$ cat config.mk
export PLATFORM = sky130hd
export DESIGN_NAME = fdms_sequencer
export DESIGN_NICKNAME = d
export VERILOG_FILES = /design/src/rtl/fdms_state_mem.v /design/src/rtl/fdms_sequencer.v
export VERILOG_INCLUDE_DIRS = /design/src /design/src/rtl
export SDC_FILE = /design/constraint.sdc
export NUM_CORES = 1
export LEC_CHECK = 0
export BUFFER_PORTS_ARGS = -buffer_cell sky130_fd_sc_hd__buf_2
export CAP_MARGIN = 20
export CORE_UTILIZATION = 35
export CTS_BUF_LIST = sky130_fd_sc_hd__clkbuf_8
export DETAILED_ROUTE_END_ITERATION = 12
export PLACE_DENSITY = 0.52
export SYNTH_ARGS = -nofsm -noshare
export SYNTH_HDL_FRONTEND = slang
export SYNTH_SLANG_ARGS = --single-unit
$ cat constraint.sdc
create_clock -name CLOCK_I -period 2.77 [get_ports CLOCK_I]
set_input_delay 0.277 -clock CLOCK_I [delete_from_list [all_inputs] [get_ports CLOCK_I]]
set_output_delay 0.277 -clock CLOCK_I [all_outputs]
set_load 0.01 [all_outputs]
$ cat src/rtl/fdms_defines.vh
// constants for the fieldbus master station sequencer
`ifndef FDMS_DEFINES_VH
`define FDMS_DEFINES_VH
// acyclic result status codes
`define FDMS_ST_OK        8'h00
`define FDMS_ST_LINK_ERR  8'h05
`define FDMS_ST_EXT_ERR   8'h06
`define FDMS_ST_BUSY      8'h07
`define FDMS_ST_OFFLINE   8'h11
`define FDMS_ST_BAD_RESP  8'h13
`define FDMS_ST_TIMEOUT   8'h17
// station commands placed on the transmit port
`define FDMS_CMD_PARAM    3'h1
`define FDMS_CMD_CONFIG   3'h2
`define FDMS_CMD_XCHG     3'h3
`define FDMS_CMD_ACYC     3'h4
`define FDMS_CMD_OPEN     3'h5
`define FDMS_CMD_CLOSE    3'h6
// response kinds on the receive port
`define FDMS_RSP_ACCEPT   2'h0
`define FDMS_RSP_REJECT   2'h1
`define FDMS_RSP_LINKERR  2'h2
`define FDMS_RSP_EXTERR   2'h3
// response timeout in microseconds, and cycles at 10 MHz
`define FDMS_TIMEOUT_US   100
`define FDMS_CLK_MHZ      10
`define FDMS_TIMEOUT_CYC  (`FDMS_TIMEOUT_US * `FDMS_CLK_MHZ)
`endif

$ cat src/rtl/fdms_state_mem.v
// per-slave state memory with registered read data
module fdms_state_mem
#(
   parameter AW = 3,
   parameter DW = 6
)
(
   input  wire          clk_i,
   input  wire          ce_i,
   input  wire [AW-1:0] raddr_i,
   output reg  [DW-1:0] rdata_o,
   input  wire          we_i,
   input  wire [AW-1:0] waddr_i,
   input  wire [DW-1:0] wdata_i
);
   reg [DW-1:0] mem [0:(1<<AW)-1];   // one word per slave

   // write port and registered read, both frozen by the enable
   always @(posedge clk_i)
   begin
      if (ce_i)
      begin
         if (we_i)
            mem[waddr_i] <= wdata_i;
         rdata_o <= mem[raddr_i];
      end
   end
endmodule // fdms_state_mem

$ cat src/rtl/fdms_sequencer.v
// station sequencer of a fieldbus master: slave bring-up and acyclic channels
`include "fdms_defines.vh"
// Functional notes
// - transmit only while holding the token
// - master sets bit rate, slaves detect
// - write outputs only to owned slaves
// - send parameters then configuration per slave
// - exchange only after both checks accepted
// - acyclic requests need an open channel
// - primary channel needs support, enable, exchange
// - supervisor connection explicit, within slave limit; SUP_LIMIT is never checked, sup_open holds at most one link per slave
// - supervisor close by either end handled
// - status 00h, 05h, 06h, 07h reported; 07h is never raised, sup_busy is clear whenever the engine is idle
// - status 11h, 13h, 17h reported
module fdms_sequencer
#(
   parameter AW         = 3,                     // slave index width
   parameter TIMEOUT    = `FDMS_TIMEOUT_CYC,     // response wait in cycles
   parameter SUP_LIMIT  = 2                      // supervisor connections per slave
)
(
   input  wire          CLOCK_I,
   input  wire          RSTN_I,
   input  wire          CE_I,
   input  wire          TOKEN_I,           // bus access token held
   input  wire [7:0]    BAUD_SEL_I,        // bit rate chosen by this master
   input  wire [AW-1:0] START_SLAVE_I,     // slave to bring up
   input  wire          START_I,           // begin bring-up of that slave
   input  wire          START_OWNED_I,     // slave is assigned to this master
   input  wire          START_SUPPORT_I,   // slave supports primary acyclic channel
   input  wire          START_EXT_EN_I,    // acyclic_ext_enable_bit in parameters
   input  wire          ACYC_REQ_I,        // acyclic request strobe
   input  wire          ACYC_SUP_I,        // request goes over supervisor channel
   input  wire [1:0]    ACYC_OP_I,         // 0 read, 1 write, 2 open, 3 close
   input  wire [AW-1:0] ACYC_SLAVE_I,
   input  wire          TX_READY_I,        // link accepts a telegram
   input  wire          RSP_VALID_I,       // response from the addressed slave
   input  wire [1:0]    RSP_KIND_I,
   input  wire          SLAVE_CLOSE_I,     // slave tore down a supervisor link
   input  wire [AW-1:0] SLAVE_CLOSE_ID_I,
   output wire          TX_VALID_O,
   output reg  [2:0]    TX_CMD_O,
   output reg  [AW-1:0] TX_SLAVE_O,
   output reg  [7:0]    BAUD_O,
   output wire          ACYC_READY_O,
   output reg           STAT_VALID_O,
   output reg  [7:0]    STAT_O,
   output reg  [3:0]    SLAVE_STATE_O,     // state of slave on ACYC_SLAVE_I
   output reg           PRIM_CH_OPEN_O
);
   // per-slave phases, one-hot
   localparam SL_IDLE  = 4'b0001;
   localparam SL_PARAM = 4'b0010;
   localparam SL_CONF  = 4'b0100;
   localparam SL_XCHG  = 4'b1000;
   // engine states, one-hot
   localparam EN_IDLE = 3'b001;
   localparam EN_SEND = 3'b010;
   localparam EN_WAIT = 3'b100;

   // memory word: phase, support flag, enable flag
   wire [5:0]    mem_rd;              // registered word of ACYC_SLAVE_I
   reg           mem_we;
   reg  [AW-1:0] mem_wa;
   reg  [5:0]    mem_wd;
   reg  [2:0]    eng;                 // engine state
   reg  [AW-1:0] cur;                 // slave in flight
   reg  [3:0]    cur_ph;              // phase of that slave
   reg           cur_sup;             // support flag
   reg           cur_en;              // enable flag
   reg  [2:0]    cmd;                 // telegram pending
   reg           is_acyc;             // pending job is acyclic
   reg           cur_chan_sup;        // pending job uses the supervisor channel
   reg  [15:0]   tmr;                 // response wait counter
   reg  [(1<<AW)-1:0] sup_open;       // this master's supervisor links
   reg  [(1<<AW)-1:0] sup_busy;       // outstanding supervisor request
   reg  [(1<<AW)-1:0] own;            // slaves assigned here
   reg           req_live;            // request awaiting engine

   fdms_state_mem #(.AW(AW), .DW(6)) u_mem
   (
      .clk_i   (CLOCK_I),
      .ce_i    (CE_I),
      .raddr_i (ACYC_SLAVE_I),
      .rdata_o (mem_rd),
      .we_i    (mem_we),
      .waddr_i (mem_wa),
      .wdata_i (mem_wd)
   );

   // primary channel usable only in exchange with support and enable
   function prim_ok;
      input [5:0] w;
      begin
         prim_ok = (w[5:2] == SL_XCHG) && w[1] && w[0];
      end
   endfunction

   // engine idle, no strobe in decode and no bring-up; one request at a time
   // the strobe sits a cycle in req_live, so ready must drop for that cycle too
   assign ACYC_READY_O = (eng == EN_IDLE) && !req_live && !START_I;
   // telegrams only leave while the token is held
   assign TX_VALID_O = (eng == EN_SEND) && TOKEN_I;

   // sequencer: bring-up, acyclic requests and status
   always @(posedge CLOCK_I)
   begin
      if (!RSTN_I)
      begin
         eng <= EN_IDLE;
         cur <= {AW{1'b0}};
         cur_ph <= SL_IDLE;
         cur_sup <= 1'b0;
         cur_en <= 1'b0;
         cmd <= 3'h0;
         is_acyc <= 1'b0;
         cur_chan_sup <= 1'b0;
         tmr <= 16'h0000;
         sup_open <= {(1<<AW){1'b0}};
         sup_busy <= {(1<<AW){1'b0}};
         own <= {(1<<AW){1'b0}};
         req_live <= 1'b0;
         mem_we <= 1'b0;
         mem_wa <= {AW{1'b0}};
         mem_wd <= 6'h00;
         TX_CMD_O <= 3'h0;
         TX_SLAVE_O <= {AW{1'b0}};
         BAUD_O <= 8'h00;
         STAT_VALID_O <= 1'b0;
         STAT_O <= 8'h00;
         SLAVE_STATE_O <= SL_IDLE;
         PRIM_CH_OPEN_O <= 1'b0;
      end
      else if (CE_I)
      begin
         mem_we <= 1'b0;
         STAT_VALID_O <= 1'b0;
         BAUD_O <= BAUD_SEL_I;
         SLAVE_STATE_O <= mem_rd[5:2];
         PRIM_CH_OPEN_O <= prim_ok(mem_rd);
         // slave-initiated teardown of a supervisor link
         if (SLAVE_CLOSE_I)
            sup_open[SLAVE_CLOSE_ID_I] <= 1'b0;
         // memory read is one cycle late; latch the strobe
         req_live <= ACYC_REQ_I && ACYC_READY_O;
         case (eng)
            EN_IDLE:
            begin
               if (START_I)
               begin
                  // begin parameterization of the slave
                  cur <= START_SLAVE_I;
                  cur_sup <= START_SUPPORT_I;
                  cur_en <= START_EXT_EN_I;
                  own[START_SLAVE_I] <= START_OWNED_I;
                  cur_ph <= SL_PARAM;
                  cmd <= `FDMS_CMD_PARAM;
                  is_acyc <= 1'b0;
                  cur_chan_sup <= 1'b0;
                  eng <= START_OWNED_I ? EN_SEND : EN_IDLE;
               end
               else if (req_live)
               begin
                  cur <= ACYC_SLAVE_I;
                  is_acyc <= 1'b1;
                  cur_chan_sup <= ACYC_SUP_I;       // live input may move later
                  cur_ph <= mem_rd[5:2];
                  cur_sup <= mem_rd[1];
                  cur_en <= mem_rd[0];
                  STAT_VALID_O <= 1'b1;
                  if (ACYC_SUP_I && sup_busy[ACYC_SLAVE_I])
                     STAT_O <= `FDMS_ST_BUSY;
                  else if (ACYC_SUP_I)
                  begin
                     // supervisor channel: open, use, close
                     if (ACYC_OP_I == 2'h2 && !sup_open[ACYC_SLAVE_I])
                     begin
                        STAT_VALID_O <= 1'b0;
                        cmd <= `FDMS_CMD_OPEN;
                        sup_busy[ACYC_SLAVE_I] <= 1'b1;
                        eng <= EN_SEND;
                     end
                     else if (!sup_open[ACYC_SLAVE_I])
                        STAT_O <= `FDMS_ST_OFFLINE;
                     else
                     begin
                        STAT_VALID_O <= 1'b0;
                        cmd <= (ACYC_OP_I == 2'h3) ? `FDMS_CMD_CLOSE : `FDMS_CMD_ACYC;
                        sup_busy[ACYC_SLAVE_I] <= 1'b1;
                        eng <= EN_SEND;
                     end
                  end
                  else if (!prim_ok(mem_rd) || ACYC_OP_I[1])
                     STAT_O <= `FDMS_ST_OFFLINE;
                  else if (ACYC_OP_I == 2'h1 && !own[ACYC_SLAVE_I])
                     STAT_O <= `FDMS_ST_EXT_ERR;
                  else
                  begin
                     STAT_VALID_O <= 1'b0;
                     cmd <= `FDMS_CMD_ACYC;
                     eng <= EN_SEND;
                  end
               end
            end
            EN_SEND:
            begin
               // wait for token and link before the telegram leaves
               if (TOKEN_I && TX_READY_I)
               begin
                  TX_CMD_O <= cmd;
                  TX_SLAVE_O <= cur;
                  tmr <= 16'h0000;
                  eng <= EN_WAIT;
               end
            end
            EN_WAIT:
            begin
               // slaves only answer, so a timeout closes the wait
               if (RSP_VALID_I || tmr == TIMEOUT - 1)
               begin
                  eng <= EN_IDLE;
                  mem_we <= 1'b1;
                  mem_wa <= cur;
                  mem_wd <= {cur_ph, cur_sup, cur_en};
                  if (!is_acyc)
                  begin
                     if (RSP_VALID_I && RSP_KIND_I == `FDMS_RSP_ACCEPT)
                     begin
                        // accepted parameters lead to config, then exchange
                        if (cmd == `FDMS_CMD_PARAM)
                        begin
                           cmd <= `FDMS_CMD_CONFIG;
                           cur_ph <= SL_CONF;
                           mem_wd <= {SL_CONF, cur_sup, cur_en};
                           eng <= EN_SEND;
                        end
                        else
                        begin
                           cmd <= `FDMS_CMD_XCHG;
                           cur_ph <= SL_XCHG;
                           mem_wd <= {SL_XCHG, cur_sup, cur_en};
                        end
                     end
                     else
                     begin
                        // rejection or silence: back to parameterizing
                        cur_ph <= SL_PARAM;
                        mem_wd <= {SL_PARAM, cur_sup, cur_en};
                     end
                  end
                  else
                  begin
                     STAT_VALID_O <= 1'b1;
                     if (cur_chan_sup)
                        sup_busy[cur] <= 1'b0;
                     if (!RSP_VALID_I)
                        STAT_O <= `FDMS_ST_TIMEOUT;
                     else if (RSP_KIND_I == `FDMS_RSP_LINKERR)
                        STAT_O <= `FDMS_ST_LINK_ERR;
                     else if (RSP_KIND_I == `FDMS_RSP_EXTERR)
                        STAT_O <= `FDMS_ST_EXT_ERR;
                     else if (RSP_KIND_I == `FDMS_RSP_REJECT)
                        STAT_O <= (cmd == `FDMS_CMD_OPEN) ? `FDMS_ST_EXT_ERR
                                                           : `FDMS_ST_BAD_RESP;
                     else
                        STAT_O <= `FDMS_ST_OK;
                     if (RSP_VALID_I && RSP_KIND_I == `FDMS_RSP_ACCEPT)
                     begin
                        if (cmd == `FDMS_CMD_OPEN)
                           sup_open[cur] <= 1'b1;
                        if (cmd == `FDMS_CMD_CLOSE)
                           sup_open[cur] <= 1'b0;
                     end
                     // lost primary-channel answer drops the slave back
                     // error answers keep the slave; only silence drops it
                     if (cmd == `FDMS_CMD_ACYC && !cur_chan_sup && !RSP_VALID_I)
                     begin
                        cur_ph <= SL_PARAM;
                        mem_wd <= {SL_PARAM, cur_sup, cur_en};
                     end
                  end
               end
               else
                  tmr <= tmr + 16'h0001;
            end
            default:
               eng <= EN_IDLE;
         endcase
      end
   end
endmodule // fdms_sequencer

==> impl_metrics.yaml <==
run_status:
  status: "completed"
clock_tree:
  clockBufferDepth: 2
  cts_resized: 0
  cts_root_buffer: "clkbuf_8"
  cts_hold_buf: 0
  htreeDepth: 4
  cts_tree: "done"
  cts_buffers: 17
  cts_sinks: 146
  clkLatencyLatePin_ps: 470
  clkTransAtPathRegs_ps: 100
  cts_setup_buffers: 0
critical_path:
  crit_arrival_ps: 2790
  r2r_start: "tmr[0]$_SDFFE_PN0P_"
  crit_required_ps: 3120
  r2r_cells: 7
  path_class: "flop to flop"
  cp-end-kind: "flop"
  regToRegEndpoint: "sup_busy[7]$_SDFFE_PN0P_"
  cp-start-kind: "flop"
  ff2ff_setup_slack_ps: 330
  critPathMaxFanout: 11
min_path:
  worstHoldEndpoint: "BAUD_O[2]$_SDFFE_PN0P_"
  hold_path.class: "input port to flop"
  min_from: "BAUD_SEL_I[2]"
  holdPathStages: 3
synthesis:
  ys_top_cells_by_area: "dfxtp_1 27%, edfxtp_1 23%, mux2i_1 7.4%, nor2_1 5.4%, nand2_1 2.5%"
  async_reset_ff_share_pct: 0
  synth-edff-count: 54
  synth_top_area_share_pct: 26.66
  synthCells: 703
  ys_types: 68
  syn_avg_cell_area_sq_um: 9.826
  ys_seq_area_share_pct: 50.14
  synthTopCellsByCount: "100 x nor2_1, 92 x dfxtp_1, 54 x edfxtp_1, 51 x mux2i_1, 46 x nand2_1"
  yosys_warnings: 0
  synth_area_sq_um: 6908
  ys_ff_latch: 146
  synth_ff_type: "dfxtp_1"
  yosysMostFrequentCell: "nor2_1"
  yosys.area.top_type: "dfxtp_1"
detailed_routing:
  wl_um: 19040
  first_pass_iters: 5
  viasPerCell: 5.449
  drt_iter0_drc: 435
  wl_per_cell_um: 18.42
  drcViolationCount: 0
  final_antenna_net_count: 0
  vias: 5634
sta:
  tns_ps: 0
  setup_viol: 0
  rsz0062_at_grt: "no"
  min_period_ps: 2436
  final.setup_skew_ps: 22.36
  tightest_slew_ps: 706.1
  finalMaxSlewViolations: 0
  hold_viol: 0
  final.period_utilization_pct: 87.96
  hold_ws_ps: 48.34
  fmax_mhz: 410.4
  setup_ws_ps: 333.6
  slew_headroom_pct: 52.57
floorplan:
  core_area_sq_um: 19400
  die_h_um: 142.5
  num_rows: 51
  die_area_sq_um: 20300
  dieWidth_um: 142.5
  start_util_pct: 35.61
  io_pins: 64
grt:
  grt_max_degree: 32
  grt_remaining_overflow: 0
  grt_pass1_wl_um: 29810
  antenna_found_initial: 0
  grt_usage_pct: 19.54
  grt_pass1_vias: 5392
layout:
  drive_gt1_share_pct: 15.60
  area_growth_pct: 14.16
  fin_area_sq_um: 7886
  diodes: 0
  final_nets: 791
run:
  max_cap_viol_count: 0
power_and_ir_drop:
  power_density_nw_per_um2: 574.3
  irDropWorstVdd_uv: 342.7
  p_leak_uw: 0.002828
place:
  gp_congestion: 0.8917
  place_ws_ps: 250.0
  port-buffer-count: 59
  dp_hpwl_um: 13910
  place_area_sq_um: 7477
[metal layers]
| metal | global-route usage (%) | wire length, um |
|---|---|---|
| met5 | 0 | 0 |
| met4 | 6.508 | 323 |
| met3 | 3.634 | 786 |
| met2 | 32.15 | 9170 |
| met1 | 25.71 | 8762 |
[sequential cells by signal (all words and copies together) (netlist names), 6 cells and up]
signal	flops
tmr	16
own	8
mem_wd	6
u_mem.mem	48
sup_open	8
BAUD_O	8
u_mem.rdata_o	6
sup_busy	8
[critical path, cell delays in order, from the launching register on]
cell and delay [ps]:
dfxtp_1 370, ha_1 240, nor3b_1 190, and4_1 420
o311a_1 490, inv_1 200, o311ai_1 310, o21ai_1 100
[cells by family (layout without fill, tap and decap cells)]
kind of cell               count (synthesis)  after routing  synth area share [%]
other                                      1              4               0.05429
AOI/OAI and AO/OA                        146            146                 15.20
buffers and inverters                     59            122                 3.713
DFF                                      146            146                 50.14
muxes                                     55             55                 8.042
and+or+nand+nor                          280            280                 20.78
adders and majority gates                  1              1                0.1811
xor gates and xnor gates                  15             15                 1.902
[per-stage QoR]
step                utilization (%)  cells  total power, uW
floorplan                         -    706             2714
global placement              38.54   1002             2878
detailed placement            38.54   1002             2889
CTS                           40.65   1034             4577
global route                  40.65   1034             4738
finish                        40.65   1034             4529
[layout make-up]
class	instances	area [sq um]
Timing Repair Buffer	78	437.9
Clock inverter	15	175.2
Multi-Input combinational cell	501	3199
Sequential cell	146	3463
Inverter	12	45.04
Tap cell	265	331.6
Clock buffer	17	234.0
Fill cell	1954	11510
[power by group]
group	total (uW)	internal, uW	switching [uW]
Combinational	492	180	311
Sequential	2350	2280	71.1
Clock	1690	691	994
[cell usage in the layout, fill, tap and decap left out, types with 5 or more instances in the layout]
| master | Yosys | final |
|---|---|---|
| nand4_1 | 17 | 17 |
| nor3b_1 | 10 | 10 |
| o21ai_1 | 7 | 7 |
| o211ai_1 | 8 | 8 |
| o31ai_1 | 6 | 6 |
| a22oi_1 | 21 | 21 |
| dfxtp_1 | 92 | 92 |
| nand2b_1 | 13 | 13 |
| nand3b_1 | 6 | 6 |
| inv_1 | 12 | 11 |
| nor2_1 | 100 | 100 |
| nor2b_1 | 8 | 8 |
| inv_8 | 0 | 6 |
| nand2_1 | 46 | 46 |
| o21ai_0 | 18 | 18 |
| xor2_1 | 14 | 14 |
| mux2i_1 | 51 | 51 |
| edfxtp_1 | 54 | 54 |
| o311ai_1 | 6 | 6 |
| nor3_1 | 14 | 14 |
| and4_1 | 5 | 5 |
| a31oi_1 | 13 | 13 |
| buf_2 | 10 | 59 |
| nand3_1 | 26 | 26 |
| a21oi_1 | 20 | 20 |
| buf_4 | 4 | 19 |
| a211oi_1 | 6 | 6 |
| clkbuf_8 | 0 | 17 |
[how the worst max path moves through the flow]
stage | slack (ps) | depth (start not counted) | startpoint | endpoint
floorplan | 740 | 5 | CE_I | u_mem.mem[5][0]$_DFFE_PP_
global route | 100 | 7 | tmr[0]$_SDFFE_PN0P_ | sup_busy[0]$_SDFFE_PN0P_
detailed placement | 250 | 7 | ACYC_SLAVE_I[1] | sup_busy[1]$_SDFFE_PN0P_
finish | 330 | 7 | tmr[0]$_SDFFE_PN0P_ | sup_busy[7]$_SDFFE_PN0P_
CTS | 320 | 4 | eng[0]$_SDFFE_PN1P_ | ACYC_READY_O
global placement | 280 | 7 | ACYC_SLAVE_I[1] | sup_busy[1]$_SDFFE_PN0P_
No activity file was read; power rests on OpenSTA's default activity.
